--- config.mk ---
export PLATFORM = sky130hd
export DESIGN_NAME = pio_decode
export DESIGN_NICKNAME = d
export VERILOG_FILES = /design/src/hw/pio_timer_regs.v /design/src/hw/pio_decode.v
export VERILOG_INCLUDE_DIRS = /design/src /design/src/hw
export SDC_FILE = /design/constraint.sdc
export NUM_CORES = 1
export LEC_CHECK = 0
export ABC_AREA = 1
export ABC_CLOCK_PERIOD_IN_PS = 1900
export BUFFER_PORTS_ARGS = -buffer_cell sky130_fd_sc_hd__buf_2
export CAP_MARGIN = 20
export CORE_AREA = 2 2 103 105
export CTS_CLUSTER_DIAMETER = 120
export CTS_CLUSTER_SIZE = 8
export DETAILED_ROUTE_END_ITERATION = 16
export DIE_AREA = 0 0 105 107
export GPL_ROUTABILITY_DRIVEN = 0
export GPL_TIMING_DRIVEN = 0
export PLACE_DENSITY = 0.79
export SETUP_SLACK_MARGIN = 0.3
export SYNTH_ARGS = -nofsm -noshare
export SYNTH_HDL_FRONTEND = slang
export SYNTH_SLANG_ARGS = --single-unit
export TNS_END_PERCENT = 100
--- constraint.sdc ---
create_clock -name sys_clk -period 1.9 [get_ports sys_clk]
set_input_delay 0.38 -clock sys_clk [delete_from_list [all_inputs] [get_ports sys_clk]]
set_output_delay 0.38 -clock sys_clk [all_outputs]
set_load 0.01 [all_outputs]
--- src/hw/pio_decode_regs.vh ---
/*
 * Address map, reset values and decode constants for the peripheral I/O
 * decoder and its timer register bank.
 * Assumes a processor that issues 24-bit addressed I/O and memory cycles.
 */
// Operation
// - Peripheral registers reachable by I/O cycles only
// - Decode uses only the 16-bit I/O address
// - Address bits 23:16 ignored in I/O decode
// - Window 0080h-00FFh routed to internal registers
// - Suppress external chip selects overlapping window
// - Unmapped window reads arbitrary, writes ignored
// - Timer control read/write, resets to zero
// - Low address: read count, write reload
// - High address: read count, write reload
`ifndef PIO_DECODE_REGS_VH
`define PIO_DECODE_REGS_VH

// ---------------------------------------------------------------
// Peripheral window
// ---------------------------------------------------------------
`define PIO_WIN_LO        16'h0080
`define PIO_WIN_HI        16'h00ff
`define PIO_WIN_PAGE      8'h00

// ---------------------------------------------------------------
// Timer register offsets
// ---------------------------------------------------------------
`define PIO_T0_CONTROL    16'h0800
`define PIO_T0_LOW        16'h0081
`define PIO_T0_HIGH       16'h0082
`define PIO_T1_CONTROL    16'h0083
`define PIO_T1_LOW        16'h0084
`define PIO_T1_HIGH       16'h0085
`define PIO_T2_CONTROL    16'h0086
`define PIO_T2_LOW        16'h0087
`define PIO_T2_HIGH       16'h0088

// ---------------------------------------------------------------
// Reset and fill values, timer and chip select counts
// ---------------------------------------------------------------
`define PIO_CTL_RST       8'h00
`define PIO_RELOAD_RST    8'h00
`define PIO_UNMAPPED_RD   8'h00
`define PIO_NUM_TIMERS    3
`define PIO_NUM_CS        4

`endif

--- src/hw/pio_timer_regs.v ---
/*
 * One timer's software registers: control byte and 16-bit reload value.
 * Assumes single-cycle write strobes from the decoder, already qualified.
 */
`timescale 1ns/1ps
`include "pio_decode_regs.vh"

module pio_timer_regs
(
   input  wire        sys_clk,
   input  wire        reset_n,
   input  wire        wrCtl,
   input  wire        wrLow,
   input  wire        wrHigh,
   input  wire [7:0]  wrData,
   output reg  [7:0]  ctl_ff,
   output reg  [15:0] reload_ff,
   output reg         reloadWr_ff
);

   // ---------------------------------------------------------------
   // Register storage
   // ---------------------------------------------------------------
   always @(posedge sys_clk)
   begin
      if (!reset_n)
      begin
         ctl_ff      <= `PIO_CTL_RST;
         reload_ff   <= {`PIO_RELOAD_RST, `PIO_RELOAD_RST};
         reloadWr_ff <= 1'b0;
      end
      else
      begin
         if (wrCtl)
            ctl_ff <= wrData;
         if (wrLow)
            reload_ff[7:0] <= wrData;
         if (wrHigh)
            reload_ff[15:8] <= wrData;
         reloadWr_ff <= wrLow | wrHigh;
      end
   end

endmodule // pio_timer_regs

--- src/hw/pio_decode.v ---
/*
 * Peripheral I/O decoder: routes processor I/O cycles in the on-chip
 * window to the timer register bank, blocks overlapping external I/O
 * chip selects and answers reads.
 * Assumes all inputs synchronous to sys_clk; count values come from the
 * timer counting logic outside this block.
 */
`timescale 1ns/1ps
`include "pio_decode_regs.vh"

module pio_decode
(
   input  wire        sys_clk,
   input  wire        reset_n,
   input  wire [23:0] busAddr,
   input  wire        ioReq_n,
   input  wire        memReq_n,
   input  wire        rdStrobe_n,
   input  wire        wrStrobe_n,
   input  wire [7:0]  wrData,
   input  wire [47:0] timerCount,
   input  wire [3:0]  csMatch,
   input  wire [3:0]  csIsIo,
   input  wire [31:0] csLowBound,
   input  wire [31:0] csHighBound,
   output reg  [7:0]  rdData_ff,
   output reg         rdValid_ff,
   output reg         wrDone_ff,
   output reg         intSel_ff,
   output reg         unmapped_ff,
   output reg  [3:0]  extCs_n_ff,
   output wire [23:0] timerCtl,
   output wire [47:0] timerReload,
   output wire [2:0]  reloadWr
);

   // ---------------------------------------------------------------
   // Cycle qualification
   // ---------------------------------------------------------------
   wire        ioRd;
   wire        ioWr;
   wire        memCyc;
   wire [15:0] ioAddr;
   wire        inWindow;
   reg         ioRdPrev_ff;
   reg         ioWrPrev_ff;
   wire        rdStart;
   wire        wrStart;

   assign ioRd   = ~ioReq_n & memReq_n & ~rdStrobe_n;
   assign ioWr   = ~ioReq_n & memReq_n & ~wrStrobe_n;
   assign memCyc = ~memReq_n;

   assign ioAddr = busAddr[15:0];

   assign inWindow = (ioAddr >= `PIO_WIN_LO) && (ioAddr <= `PIO_WIN_HI);

   // One access per strobe, even if the strobe spans wait states
   assign rdStart = ioRd & ~ioRdPrev_ff;
   assign wrStart = ioWr & ~ioWrPrev_ff;

   always @(posedge sys_clk)
   begin
      if (!reset_n)
      begin
         ioRdPrev_ff <= 1'b0;
         ioWrPrev_ff <= 1'b0;
      end
      else
      begin
         ioRdPrev_ff <= ioRd;
         ioWrPrev_ff <= ioWr;
      end
   end

   // ---------------------------------------------------------------
   // Per-timer address decode and registers
   // ---------------------------------------------------------------
   wire [2:0]  hitCtl;
   wire [2:0]  hitLow;
   wire [2:0]  hitHigh;
   wire [23:0] rdPart;
   wire [2:0]  timerHit;

   genvar t;
   generate
      for (t = 0; t < `PIO_NUM_TIMERS; t = t + 1)
      begin : gTimer
         wire [15:0] ctlAddr;
         wire [15:0] lowAddr;
         wire [15:0] highAddr;
         wire [7:0]  ctlByte;
         wire [15:0] cntWord;

         assign ctlAddr  = (t == 0) ? `PIO_T0_CONTROL :
                           (t == 1) ? `PIO_T1_CONTROL : `PIO_T2_CONTROL;
         assign lowAddr  = (t == 0) ? `PIO_T0_LOW :
                           (t == 1) ? `PIO_T1_LOW : `PIO_T2_LOW;
         assign highAddr = (t == 0) ? `PIO_T0_HIGH :
                           (t == 1) ? `PIO_T1_HIGH : `PIO_T2_HIGH;

         assign hitCtl[t]  = (ioAddr == ctlAddr);
         assign hitLow[t]  = (ioAddr == lowAddr);
         assign hitHigh[t] = (ioAddr == highAddr);
         assign timerHit[t] = hitCtl[t] | hitLow[t] | hitHigh[t];

         assign cntWord = timerCount[16*t +: 16];
         assign ctlByte = timerCtl[8*t +: 8];

         assign rdPart[8*t +: 8] =
              ({8{hitCtl[t]}}  & ctlByte)
            | ({8{hitLow[t]}}  & cntWord[7:0])
            | ({8{hitHigh[t]}} & cntWord[15:8]);

         pio_timer_regs uRegs
         (
            .sys_clk     (sys_clk),
            .reset_n     (reset_n),
            .wrCtl       (wrStart & hitCtl[t]),
            .wrLow       (wrStart & hitLow[t]),
            .wrHigh      (wrStart & hitHigh[t]),
            .wrData      (wrData),
            .ctl_ff      (timerCtl[8*t +: 8]),
            .reload_ff   (timerReload[16*t +: 16]),
            .reloadWr_ff (reloadWr[t])
         );
      end
   endgenerate

   // ---------------------------------------------------------------
   // Read data selection
   // ---------------------------------------------------------------
   wire       anyHit;
   wire       internal;
   reg  [7:0] rdSel;
   integer    k;

   assign anyHit   = |timerHit;
   // The relocated timer 0 control sits outside the window but is
   // still answered internally
   assign internal = inWindow | anyHit;

   always @*
   begin
      rdSel = 8'h00;
      for (k = 0; k < `PIO_NUM_TIMERS; k = k + 1)
         rdSel = rdSel | rdPart[8*k +: 8];
      if (!anyHit)
         rdSel = `PIO_UNMAPPED_RD;
   end

   // ---------------------------------------------------------------
   // Bus answer registers
   // ---------------------------------------------------------------
   always @(posedge sys_clk)
   begin
      if (!reset_n)
      begin
         rdData_ff   <= 8'h00;
         rdValid_ff  <= 1'b0;
         wrDone_ff   <= 1'b0;
         intSel_ff   <= 1'b0;
         unmapped_ff <= 1'b0;
      end
      else
      begin
         rdValid_ff <= rdStart & internal;
         wrDone_ff  <= wrStart & internal;
         if (rdStart & internal)
            rdData_ff <= rdSel;
         intSel_ff  <= (ioRd | ioWr) & internal;
         unmapped_ff <= (rdStart | wrStart) & inWindow & ~anyHit;
      end
   end

   // ---------------------------------------------------------------
   // External I/O chip select gating
   // ---------------------------------------------------------------
   wire [3:0] csOverlap;
   wire [3:0] csAllow;

   genvar c;
   generate
      for (c = 0; c < `PIO_NUM_CS; c = c + 1)
      begin : gCs
         wire [7:0] lo;
         wire [7:0] hi;

         assign lo = csLowBound[8*c +: 8];
         assign hi = csHighBound[8*c +: 8];
         // Bounds compare against address bits 15:8, so the window
         // page overlaps whenever it lies inside the programmed range
         // overlap blocks the select
         assign csOverlap[c] = (lo <= `PIO_WIN_PAGE) &&
                               (hi >= `PIO_WIN_PAGE);
         assign csAllow[c] = csMatch[c] & csIsIo[c] & ~csOverlap[c]
                             & ~internal & (ioRd | ioWr) & ~memCyc;
      end
   endgenerate

   always @(posedge sys_clk)
   begin
      if (!reset_n)
         extCs_n_ff <= 4'hf;
      else
         extCs_n_ff <= ~csAllow;
   end

endmodule // pio_decode

==> flow_results.xml, run 1 <==
<?xml version="1.0" encoding="UTF-8"?>
<metrics>
  <group name="run_status">
    <metric name="run_status" unit="">finished, final reports clean</metric>
  </group>
  <group name="timing">
    <metric name="slew-limit-headroom" unit="%">63.9</metric>
    <metric name="fin_tns_setup" unit="ps">0</metric>
    <metric name="final_min_period_over_clock_period" unit="%">79.8</metric>
    <metric name="final_max_slew_viol_count" unit="">0</metric>
    <metric name="setup_viol" unit="">0</metric>
    <metric name="final_number_of_hold_violating_endpoints" unit="">0</metric>
    <metric name="clock.fmax" unit="MHz">660</metric>
    <metric name="worst-slew-pin-transition" unit="ps">538</metric>
    <metric name="post-route-min-period" unit="ps">1520</metric>
    <metric name="rsz0062_at_grt" unit="">yes</metric>
    <metric name="timing.clock.skew" unit="ps">13.2</metric>
  </group>
  <group name="worst_setup_path">
    <metric name="worstPathArrival" unit="ps">1770</metric>
    <metric name="critPathCaptureType" unit="">register</metric>
    <metric name="crit_required" unit="ps">2150</metric>
    <metric name="largest_fanout_of_any_net_on_the_critical_path" unit="">10</metric>
    <metric name="critical_path.startpoint_type" unit="">primary input</metric>
    <metric name="timing.setup.critical_path_class" unit="">in -&gt; reg</metric>
  </group>
  <group name="logic_synthesis">
    <metric name="seq_cells_post_synth" unit="">93</metric>
    <metric name="synth.top_cells.by_area" unit="">sky130_fd_sc_hd__dfxtp_1 (43%), sky130_fd_sc_hd__a21oi_1 (9.4%), sky130_fd_sc_hd__o21ai_0 (8.8%)</metric>
    <metric name="synth.net_count" unit="">768</metric>
    <metric name="postSynthAreaPerCell" unit="µm²">7.16</metric>
    <metric name="synth_cell_type_count" unit="">29</metric>
    <metric name="yosysTopAreaCellShare" unit="%">42.6</metric>
    <metric name="synth_top_area_cell" unit="">sky130_fd_sc_hd__dfxtp_1</metric>
    <metric name="synth_edf_count" unit="">0</metric>
    <metric name="yosys.cell_count.top_type" unit="">sky130_fd_sc_hd__dfxtp_1</metric>
    <metric name="yosys-top-cells-count" unit="">sky130_fd_sc_hd__dfxtp_1 (93), sky130_fd_sc_hd__inv_1 (90), sky130_fd_sc_hd__a21oi_1 (82), sky130_fd_sc_hd__o21ai_0 (77), sky130_fd_sc_hd__nor2_1 (74)</metric>
    <metric name="synthFlopType" unit="">sky130_fd_sc_hd__dfxtp_1</metric>
    <metric name="summed_instance_area_of_the_synthesized_netlist" unit="µm²">4370</metric>
    <metric name="synth-async-reset-ratio" unit="%">0</metric>
    <metric name="postSynthCellCount" unit="">610</metric>
    <metric name="synth.yosys.warnings" unit="">0</metric>
    <metric name="share_of_the_yosys_chip_area_belonging_to_registers" unit="%">42.6</metric>
  </group>
  <group name="job">
    <metric name="drv.max_cap_violation_count" unit="">0</metric>
  </group>
  <group name="global_route">
    <metric name="grt.busiest_layer" unit="">met2</metric>
    <metric name="global_route.usage.met2" unit="%">45.5</metric>
    <metric name="grt_max_degree" unit="">17</metric>
    <metric name="initial_antenna_violation_count" unit="">1</metric>
    <metric name="grt_pass1_wl" unit="mm">22.8</metric>
    <metric name="m3_gr_usage" unit="%">8.21</metric>
    <metric name="grt_pass1_vias" unit="">4599</metric>
    <metric name="grt_util_met1" unit="%">29.7</metric>
    <metric name="grt_use_total" unit="%">26.1</metric>
    <metric name="grt.overflow.total" unit="">0</metric>
  </group>
  <group name="drt">
    <metric name="drc" unit="">0</metric>
    <metric name="residual_antenna_violating_net_count_after_detailed_routing" unit="">0</metric>
    <metric name="detailedRoute.firstIterationViolations" unit="">192</metric>
    <metric name="firstDrtPassIters" unit="">7</metric>
    <metric name="routedWlPerCell" unit="µm">15.5</metric>
    <metric name="routed_wl" unit="mm">15.1</metric>
    <metric name="route.detailed.vias_per_inst" unit="">5.04</metric>
    <metric name="routed-via-count" unit="">4927</metric>
  </group>
  <group name="finish">
    <metric name="post_route_cells_drive_above_1_share" unit="%">35.4</metric>
    <metric name="fillerInstances" unit="">1038</metric>
    <metric name="syn2layout_area_growth" unit="%">37.7</metric>
    <metric name="final_cell_area" unit="µm²">6020</metric>
    <metric name="antenna-diode-count" unit="">0</metric>
    <metric name="final_net_count" unit="">996</metric>
  </group>
  <group name="die">
    <metric name="placement_rows" unit="">37</metric>
    <metric name="fp.dieArea" unit="µm²">11200</metric>
    <metric name="fp.coreArea" unit="µm²">10100</metric>
    <metric name="die_height" unit="µm">107</metric>
    <metric name="die_w" unit="µm">105</metric>
    <metric name="initial_core_util" unit="%">43.3</metric>
    <metric name="io_pins" unit="">249</metric>
  </group>
  <group name="clocking">
    <metric name="tritoncts" unit="">done</metric>
    <metric name="tritoncts.num_buffers" unit="">9</metric>
    <metric name="clkTransAtPathRegs" unit="ps">90</metric>
    <metric name="cts.htree.levels" unit="">3</metric>
    <metric name="number_of_buffers_between_clock_root_and_the_deepest_sink" unit="">2</metric>
    <metric name="cts.sinks" unit="">93</metric>
    <metric name="hold_buffers" unit="">0</metric>
    <metric name="clk-insertion-delay-late" unit="ps">360</metric>
    <metric name="cts_root_buf" unit="">sky130_fd_sc_hd__clkbuf_8</metric>
  </group>
  <group name="power">
    <metric name="power.static_leakage" unit="µW">0.00286</metric>
    <metric name="vdd.ir_drop.worst" unit="mV">0.379</metric>
    <metric name="power_density_relative_to_cell_area" unit="nW/µm²">624</metric>
  </group>
  <group name="placed_design">
    <metric name="place.port_buffers" unit="">207</metric>
    <metric name="placement.cell_area" unit="µm²">5600</metric>
    <metric name="place.detailed.hpwl" unit="mm">11.7</metric>
  </group>
  <group name="min_path">
    <metric name="hold_class" unit="">in -&gt; reg</metric>
  </group>
</metrics>
registers in the layout (all words and copies together) (netlist names):
| register | count |
|---|---|
| gTimer.uRegs.reload_ff | 48 |
| gTimer.uRegs.ctl_ff | 24 |
| rdData_ff | 8 |
| extCs_n_ff | 4 |
| gTimer.uRegs.reloadWr_ff | 3 |
| intSel_ff | 1 |
| ioRdPrev_ff | 1 |
| ioWrPrev_ff | 1 |
| rdValid_ff | 1 |
| unmapped_ff | 1 |
| wrDone_ff | 1 |
layout make-up:
cell class,count,area (µm²),area share (%)
sequential,93,1860,30.9
clock inverter,6,93.8,1.56
buffer,24,170,2.83
inverter,95,359,5.97
clock buffer,9,124,2.06
multi-input combinational,399,2110,35.0
timing repair buffer,216,1130,18.8
tap,136,170,2.83
per-layer routing:
layer | vias to the layer above | wire [µm]
li1 | 2446 | -
met1 | 2195 | 5830
met2 | 257 | 7220
met3 | 29 | 1680
met4 | 0 | 408
met5 | - | 0
through the flow:
step	cells	hold slack, ps	power [µW]	util (%)	worst slack, ps
global placement	953	429	2290	55.5	-156
floorplan	610	467	2110	-	294
detailed placement	953	434	2290	55.5	-193
finish	978	215	3750	59.6	384
CTS	971	215	3750	58.1	266
global route	978	212	3870	59.6	225
cell families (layout without fill, tap and decap cells):
logic type / count (synthesis) / after routing / synth area share [%]
buffers and inverters: 119 / 350 / 11.4
and+or+nand+nor: 222 / 223 / 25.2
DFF: 93 / 93 / 42.6
AOI/OAI and AO/OA: 176 / 176 / 20.8
placed cells by master, fill, tap and decap left out, drive strengths merged, types with 2 or more instances in the layout:
master	Yosys	layout
buf	14	230
nand4	3	3
nor3	2	2
clkbuf	10	19
a211oi	2	2
bufinv	0	2
a21oi	84	84
nor4	10	10
nor2	89	89
nand2	66	67
nand3	52	52
inv	95	98
dfxtp	93	93
o21ai	88	88
power breakdown:
group / total [µW] / switching (µW) / internal, µW / leakage, µW
combinational: 318 / 190 / 128 / 0.00201
sequential: 1950 / 1.51 / 1950 / 0.000749
clock: 1480 / 734 / 749 / 0.000107
total: 3750 / 925 / 2830 / 0.00286
critical path, cell delays in order:
cell and delay, ps:
sky130_fd_sc_hd__buf_2 100, sky130_fd_sc_hd__nor2_2 140, sky130_fd_sc_hd__nand2_2 110, sky130_fd_sc_hd__nor2_4 160, sky130_fd_sc_hd__buf_6 140, sky130_fd_sc_hd__buf_6 150
sky130_fd_sc_hd__nand3_2 170, sky130_fd_sc_hd__buf_6 190, sky130_fd_sc_hd__o21ai_0 180, sky130_fd_sc_hd__a21oi_1 50
worst paths after layout:
path	cells after the start	endpoint	startpoint	slack, ps
max	10	gTimer[1].uRegs.ctl_ff[5]	busAddr[13]	380
min	2	extCs_n_ff[2]	csIsIo[2]	220
max reg2reg	7	gTimer[0].uRegs.reload_ff[6]	ioWrPrev_ff	410
min reg2reg	2	gTimer[1].uRegs.reload_ff[12]	gTimer[1].uRegs.reload_ff[12]	450
repair_timing:
| item | in CTS | in global routing |
|---|---|---|
| gates cloned | 0 | 2 |
| endpoints found under the setup margin | 24 | 52 |
| gates resized for setup | 5 | 23 |
| buffers inserted | 3 | 5 |
| pin swaps | 2 | 9 |
(Power assumes the default switching activity.)
==> inputs of run 2 (changes only) <==
Settings changed: ABC_CLOCK_PERIOD_IN_PS 1900 to 1400.
Clock period 1.9 ns to 1.4 ns, I/O delays scaled along.
==> flow_results.xml, run 2 (synthesis results as in run 1) <==
<?xml version="1.0" encoding="UTF-8"?>
<metrics>
  <group name="run_status">
    <metric name="run_status" unit="">finished, violations left</metric>
    <metric name="violations" unit="">setup timing</metric>
  </group>
  <group name="finish">
    <metric name="max_ffs_per_register" unit="">48</metric>
    <metric name="final-seq-area" unit="µm²">1970</metric>
    <metric name="fillerInstances" unit="">493</metric>
    <metric name="largest-register" unit="">gTimer.uRegs.reload_ff</metric>
    <metric name="reg.largest.list" unit="">gTimer.uRegs.reload_ff: 48 flops, gTimer.uRegs.ctl_ff: 24 flops, rdData_ff: 8 flops</metric>
    <metric name="final_cell_area" unit="µm²">8450</metric>
    <metric name="final_common_cell" unit="">sky130_fd_sc_hd__buf_6</metric>
    <metric name="area_taken_by_multi_input_logic_gates" unit="µm²">2920</metric>
    <metric name="final_cell_count_no_fill" unit="">1068</metric>
    <metric name="final_net_count" unit="">1084</metric>
    <metric name="layout_common_cells" unit="">sky130_fd_sc_hd__buf_6 (131), sky130_fd_sc_hd__buf_2 (115), sky130_fd_sc_hd__inv_1 (86)</metric>
    <metric name="syn2layout_area_growth" unit="%">93.5</metric>
    <metric name="post_route_cells_drive_above_1_share" unit="%">66.5</metric>
  </group>
  <group name="clocking">
    <metric name="clk-insertion-delay-late" unit="ps">390</metric>
    <metric name="tritoncts" unit="">done</metric>
    <metric name="clkTransAtPathRegs" unit="ps">110</metric>
    <metric name="number_of_buffers_between_clock_root_and_the_deepest_sink" unit="">2</metric>
    <metric name="cts.sinks" unit="">93</metric>
    <metric name="cts.htree.levels" unit="">3</metric>
    <metric name="cts_root_buf" unit="">sky130_fd_sc_hd__clkbuf_8</metric>
    <metric name="tritoncts.num_buffers" unit="">9</metric>
  </group>
  <group name="power">
    <metric name="power_density_relative_to_cell_area" unit="nW/µm²">622</metric>
    <metric name="power.static_leakage" unit="µW">0.00368</metric>
    <metric name="vdd.ir_drop.worst" unit="mV">0.650</metric>
  </group>
  <group name="drt">
    <metric name="routedWlPerCell" unit="µm">23.0</metric>
    <metric name="residual_antenna_violating_net_count_after_detailed_routing" unit="">0</metric>
    <metric name="route.detailed.vias_per_inst" unit="">5.97</metric>
    <metric name="drc" unit="">0</metric>
    <metric name="top_signal_layer_used" unit="">met4</metric>
    <metric name="wl_met2" unit="mm">12.0</metric>
    <metric name="detailedRoute.firstIterationViolations" unit="">654</metric>
    <metric name="firstDrtPassIters" unit="">6</metric>
    <metric name="met1Wirelength" unit="mm">7.87</metric>
    <metric name="detailroute.wirelength.met3" unit="mm">2.66</metric>
    <metric name="routed-via-count" unit="">6379</metric>
    <metric name="routed_wl" unit="mm">24.6</metric>
  </group>
  <group name="worst_setup_path">
    <metric name="critPathSlowestCell" unit="">sky130_fd_sc_hd__nor2_4</metric>
    <metric name="number_of_cells_on_the_critical_path" unit="">11</metric>
    <metric name="critPathCaptureType" unit="">register</metric>
    <metric name="r2r.worst_path.cells" unit="">7</metric>
    <metric name="timing.rr.end" unit="">gTimer[2].uRegs.ctl_ff[6]</metric>
    <metric name="largest_fanout_of_any_net_on_the_critical_path" unit="">8</metric>
    <metric name="worst-r2r-setup-slack" unit="ps">-70</metric>
    <metric name="timing.setup.critical_path_class" unit="">in -&gt; reg</metric>
    <metric name="critPathLaunch" unit="">busAddr[2]</metric>
    <metric name="timing.critical_path.max_delay_family" unit="">simple AND/OR/NAND/NOR gates</metric>
    <metric name="worstPathArrival" unit="ps">1840</metric>
    <metric name="cp_num_buf_inv" unit="">2</metric>
    <metric name="worst_r2r_startpoint" unit="">ioWrPrev_ff</metric>
    <metric name="critical_path.startpoint_type" unit="">primary input</metric>
    <metric name="crit_required" unit="ps">1720</metric>
    <metric name="cp_slowest_stage_delay" unit="ps">240</metric>
    <metric name="cp_cell_sequence" unit="">buf_2, nor2_4, nand2_4, nor2_4, nand2_4, buf_6, o21ai_4, nor2_2, nand3_1, nand2_1, a21oi_1</metric>
    <metric name="setup.worst_path.end" unit="">rdData_ff[5]</metric>
  </group>
  <group name="die">
    <metric name="fp.dieArea" unit="µm²">11200</metric>
    <metric name="placement_rows" unit="">37</metric>
    <metric name="die_w" unit="µm">105</metric>
    <metric name="io_pins" unit="">249</metric>
    <metric name="die_height" unit="µm">107</metric>
    <metric name="initial_core_util" unit="%">43.3</metric>
    <metric name="fp.coreArea" unit="µm²">10100</metric>
  </group>
  <group name="placed_design">
    <metric name="place.port_buffers" unit="">207</metric>
    <metric name="preCtsSetupSlack" unit="ps">-529</metric>
    <metric name="place_inst" unit="">953</metric>
    <metric name="placement.cell_area" unit="µm²">5710</metric>
    <metric name="place.detailed.hpwl" unit="mm">11.8</metric>
  </group>
  <group name="min_path">
    <metric name="hold_class" unit="">in -&gt; reg</metric>
  </group>
  <group name="timing">
    <metric name="final_min_period_over_clock_period" unit="%">109</metric>
    <metric name="rsz0062_at_grt" unit="">yes</metric>
    <metric name="final_number_of_hold_violating_endpoints" unit="">0</metric>
    <metric name="timing.clock.skew" unit="ps">17.0</metric>
    <metric name="clock.fmax" unit="MHz">658</metric>
    <metric name="final_max_slew_viol_count" unit="">0</metric>
    <metric name="setup_viol" unit="">21</metric>
    <metric name="slew-limit-headroom" unit="%">37.1</metric>
    <metric name="worst-slew-pin-transition" unit="ps">943</metric>
    <metric name="post-route-min-period" unit="ps">1520</metric>
    <metric name="timing.final.ws_setup" unit="ps">-120</metric>
  </group>
  <group name="global_route">
    <metric name="grt_use_total" unit="%">33.8</metric>
    <metric name="initial_antenna_violation_count" unit="">0</metric>
    <metric name="grt_pass1_wl" unit="mm">29.8</metric>
    <metric name="grt_max_degree" unit="">19</metric>
    <metric name="grt.overflow.total" unit="">0</metric>
    <metric name="grt_pass1_vias" unit="">5786</metric>
  </group>
  <group name="job">
    <metric name="drv.max_cap_violation_count" unit="">0</metric>
  </group>
</metrics>
==> run 2: cell count changes in the layout (fill, tap and decap cells not counted), moves of 18 or more <==
cell	delta
sky130_fd_sc_hd__buf_4	+45
sky130_fd_sc_hd__a21oi_1	-53
sky130_fd_sc_hd__a21oi_2	+48
sky130_fd_sc_hd__dfxtp_1	-85
sky130_fd_sc_hd__o21ai_2	+41
sky130_fd_sc_hd__dfxtp_2	+84
sky130_fd_sc_hd__o21ai_1	+18
sky130_fd_sc_hd__buf_6	+124
sky130_fd_sc_hd__o21ai_0	-71
sky130_fd_sc_hd__buf_2	-92
==> run 2: per-stage QoR <==
| stage | hold WS, ps | TNS (ps) | util, % | power [µW] |
|---|---|---|---|---|
| 3_5_place_dp | 433 | -33080 | 56.6 | 3130 |
| 5_1_grt | 128 | -2300 | 83.7 | 5350 |
| 2_1_floorplan | 367 | -1710 | - | 2870 |
| 6_report | 128 | -989 | 83.7 | 5260 |
| 3_3_place_gp | 428 | -31710 | 56.6 | 3130 |
| 4_1_cts | 111 | 0 | 74.5 | 5020 |
==> run 2: worst min-delay path by stage <==
stage,from,endpoint,slack (ps),depth (start not counted)
global placement,gTimer[2].uRegs.reload_ff[15],gTimer[2].uRegs.reload_ff[15],430,2
floorplan,csIsIo[2],extCs_n_ff[2],370,1
detailed placement,gTimer[2].uRegs.reload_ff[9],gTimer[2].uRegs.reload_ff[9],430,2
finish,csIsIo[2],extCs_n_ff[2],130,2
CTS,csIsIo[2],extCs_n_ff[2],110,2
global route,csIsIo[2],extCs_n_ff[2],130,2
==> run 2: where the power goes <==
group / switching (µW) / internal [µW] / total (µW)
clock: 1230 / 693 / 1920
sequential: 2.27 / 2640 / 2650
combinational: 417 / 275 / 692
total: 1650 / 3610 / 5260
==> run 2: what timing repair did <==
| action | 4_1_cts | 5_1_grt |
|---|---|---|
| endpoints found under the hold margin | 0 | 0 |
| hold buffers | 0 | 0 |
| gates cloned | 7 | 2 |
| buffers inserted | 46 | 43 |
| resized for setup | 345 | 159 |
| setup endpoints to repair | 177 | 179 |
| pin swaps | 57 | 30 |
==> run 2: routing by layer <==
layer  track usage [%]  vias to the layer above
met1              37.0                     2946
met2              60.2                      597
met4              16.5                        0
met5                 0                        -
met3              9.60                      203
li1                  -                     2633
==> run 2: area by class of cell <==
type                       instances  area share (%)
buffer                            24            2.67
clock inverter                     7           0.800
antenna                            1          0.0296
tap                              136            2.01
timing repair buffer             305            30.6
multi-input combinational        398            34.6
sequential                        93            23.3
clock buffer                       9            1.47
inverter                          95            4.55
==> inputs of run 3 (changes only) <==
==> constraint.sdc (replaced) <==
create_clock -name sys_clk -period 1.4 [get_ports sys_clk]
set_input_delay 0.14 -clock sys_clk [delete_from_list [all_inputs] [get_ports sys_clk]]
set_output_delay 0.14 -clock sys_clk [all_outputs]
set_load 0.01 [all_outputs]
==> flow_results.xml, run 3 (synthesis results as in run 1) <==
<?xml version="1.0" encoding="UTF-8"?>
<metrics>
  <group name="drt">
    <metric name="routed-via-count" unit="">5442</metric>
    <metric name="route.detailed.vias_per_inst" unit="">5.31</metric>
    <metric name="routed_wl" unit="mm">18.0</metric>
    <metric name="detailedRoute.firstIterationViolations" unit="">355</metric>
    <metric name="residual_antenna_violating_net_count_after_detailed_routing" unit="">0</metric>
    <metric name="firstDrtPassIters" unit="">7</metric>
    <metric name="routedWlPerCell" unit="µm">17.6</metric>
    <metric name="drc" unit="">0</metric>
  </group>
  <group name="worst_setup_path">
    <metric name="timing.setup.critical_path_class" unit="">reg -&gt; reg</metric>
    <metric name="critical_path.most_common_cell" unit="">sky130_fd_sc_hd__buf_4</metric>
    <metric name="worst-r2r-setup-slack" unit="ps">-2</metric>
    <metric name="critPathSlowestCell" unit="">sky130_fd_sc_hd__dfxtp_4</metric>
    <metric name="worstPathArrival" unit="ps">1710</metric>
    <metric name="largest_fanout_of_any_net_on_the_critical_path" unit="">5</metric>
    <metric name="cp_cell_sequence" unit="">nor2_8, inv_8, nor4_4, buf_4, buf_4, o21ai_0, a21oi_1</metric>
    <metric name="cp_slowest_stage_delay" unit="ps">370</metric>
    <metric name="crit_required" unit="ps">1710</metric>
    <metric name="timing.critical_path.max_delay_family" unit="">buffers and inverters</metric>
    <metric name="r2r.worst_path.cells" unit="">7</metric>
    <metric name="timing.rr.end" unit="">gTimer[0].uRegs.reload_ff[6]</metric>
    <metric name="worst_r2r_startpoint" unit="">ioWrPrev_ff</metric>
    <metric name="critical_path.startpoint_type" unit="">register</metric>
    <metric name="critPathCaptureType" unit="">register</metric>
    <metric name="cp_num_buf_inv" unit="">3</metric>
  </group>
  <group name="clocking">
    <metric name="clk-insertion-delay-late" unit="ps">380</metric>
    <metric name="tritoncts" unit="">done</metric>
    <metric name="number_of_buffers_between_clock_root_and_the_deepest_sink" unit="">2</metric>
    <metric name="clkTransAtPathRegs" unit="ps">110</metric>
    <metric name="tritoncts.num_buffers" unit="">9</metric>
    <metric name="cts.sinks" unit="">93</metric>
    <metric name="cts_root_buf" unit="">sky130_fd_sc_hd__clkbuf_8</metric>
    <metric name="cts.htree.levels" unit="">3</metric>
  </group>
  <group name="min_path">
    <metric name="holdPathStages" unit="">4</metric>
    <metric name="hold_class" unit="">in -&gt; reg</metric>
    <metric name="holdPathEnd" unit="">extCs_n_ff[1]</metric>
    <metric name="worstHoldStart" unit="">csIsIo[1]</metric>
  </group>
  <group name="global_route">
    <metric name="grt_use_total" unit="%">27.9</metric>
    <metric name="grt_max_degree" unit="">19</metric>
    <metric name="grt_pass1_vias" unit="">4926</metric>
    <metric name="initial_antenna_violation_count" unit="">0</metric>
    <metric name="grt_pass1_wl" unit="mm">24.6</metric>
    <metric name="grt.overflow.total" unit="">0</metric>
  </group>
  <group name="finish">
    <metric name="antenna-diode-count" unit="">0</metric>
    <metric name="post_route_cells_drive_above_1_share" unit="%">48.3</metric>
    <metric name="reg.largest.list" unit="">gTimer.uRegs.reload_ff: 48 flops, gTimer.uRegs.ctl_ff: 24 flops, rdData_ff: 8 flops</metric>
    <metric name="final_common_cell" unit="">sky130_fd_sc_hd__buf_2</metric>
    <metric name="layout_common_cells" unit="">sky130_fd_sc_hd__buf_2 (197), sky130_fd_sc_hd__dfxtp_1 (88), sky130_fd_sc_hd__inv_1 (87)</metric>
    <metric name="final_net_count" unit="">1042</metric>
    <metric name="syn2layout_area_growth" unit="%">61.6</metric>
    <metric name="finalCoreUtilization" unit="%">69.9</metric>
    <metric name="final_cell_count_no_fill" unit="">1025</metric>
    <metric name="max_ffs_per_register" unit="">48</metric>
    <metric name="largest-register" unit="">gTimer.uRegs.reload_ff</metric>
  </group>
  <group name="timing">
    <metric name="post-route-min-period" unit="ps">1400</metric>
    <metric name="slew-limit-headroom" unit="%">59.3</metric>
    <metric name="rsz0062_at_grt" unit="">yes</metric>
    <metric name="timing.final.ws_setup" unit="ps">-1.60</metric>
    <metric name="fin_tns_setup" unit="ps">-1.60</metric>
    <metric name="clock.fmax" unit="MHz">713</metric>
    <metric name="final_max_slew_viol_count" unit="">0</metric>
    <metric name="final_number_of_hold_violating_endpoints" unit="">0</metric>
    <metric name="setup_viol" unit="">1</metric>
    <metric name="worst-slew-pin-transition" unit="ps">611</metric>
    <metric name="timing.clock.skew" unit="ps">15.0</metric>
    <metric name="final_min_period_over_clock_period" unit="%">100</metric>
  </group>
  <group name="run_status">
    <metric name="violations" unit="">setup timing</metric>
    <metric name="run_status" unit="">finished, violations left</metric>
  </group>
  <group name="power">
    <metric name="power_density_relative_to_cell_area" unit="nW/µm²">721</metric>
    <metric name="vdd.ir_drop.worst" unit="mV">0.655</metric>
    <metric name="power.static_leakage" unit="µW">0.00330</metric>
  </group>
  <group name="die">
    <metric name="placement_rows" unit="">37</metric>
    <metric name="die_w" unit="µm">105</metric>
    <metric name="fp.dieArea" unit="µm²">11200</metric>
    <metric name="io_pins" unit="">249</metric>
    <metric name="initial_core_util" unit="%">43.3</metric>
    <metric name="fp.coreArea" unit="µm²">10100</metric>
    <metric name="die_height" unit="µm">107</metric>
  </group>
  <group name="placed_design">
    <metric name="place.port_buffers" unit="">207</metric>
    <metric name="place_inst" unit="">953</metric>
    <metric name="preCtsSetupSlack" unit="ps">-369</metric>
    <metric name="place.detailed.hpwl" unit="mm">11.5</metric>
  </group>
  <group name="job">
    <metric name="drv.max_cap_violation_count" unit="">0</metric>
  </group>
</metrics>
run 3: changes by cell type in the layout (fill, tap and decap cells not counted), sizes merged, moves of 2 or more:
cell / change
buf: -47
clkinv: -2
nand2: +3
dlygate4sd3: +2
run 3: cell type report:
class	count	area, µm²
Buffer	24	211
Tap cell	136	170
Clock buffer	10	138
Clock inverter	6	66.3
Timing Repair Buffer	260	1670
Fill cell	820	3030
Multi-Input combinational cell	401	2560
Sequential cell	93	1870
Inverter	95	372
run 3: metal layers:
metal,vias to the layer above,track usage [%],share of wire [%]
met5,-,0,0
met3,55,8.21,10
met1,2511,32.4,37
li1,2561,-,-
met4,0,8.76,3.1
met2,315,49.3,50
run 3: metrics by stage:
| step | area, µm² | hold WS, ps | power [µW] |
|---|---|---|---|
| finish | 7060 | 54.3 | 5090 |
| global route | 7060 | 70.3 | 5260 |
| CTS | 6460 | 65.0 | 5000 |
| detailed placement | 5700 | 338 | 3130 |
| global placement | 5700 | 337 | 3130 |
| floorplan | 4500 | 227 | 2870 |
run 3: worst max path at each step:
stage	from	to	slack [ps]	cells past startpoint
global route	busAddr[8]	rdData_ff[1]	-50	13
global placement	busAddr[8]	gTimer[1].uRegs.reload_ff[3]	-360	10
floorplan	busAddr[8]	gTimer[1].uRegs.ctl_ff[5]	50	9
CTS	ioWrPrev_ff	gTimer[0].uRegs.reload_ff[6]	20	6
finish	ioWrPrev_ff	gTimer[0].uRegs.reload_ff[6]	-2	7
detailed placement	busAddr[8]	gTimer[1].uRegs.reload_ff[13]	-370	11
run 3: worst min-delay path, delay by kind of cell:
kind / cells / cell delay (ps)
AOI/OAI and AO/OA: 1 / 50
buffers and inverters: 1 / 100
and+or+nand+nor: 2 / 120
run 3: power by group:
part	leakage (µW)	switching, µW	internal (µW)
clock	0.000101	1120	750
sequential	0.000752	2.32	2650
combinational	0.00245	323	250
run 3: what timing repair did:
item / 4_1_cts / 5_1_grt
hold buffers: 2 / 0
pin swaps: 22 / 29
endpoints found under the setup margin: 88 / 94
resized for setup: 85 / 115
buffers inserted: 27 / 18
cloned: 4 / 5
endpoints found under the hold margin: 1 / 0
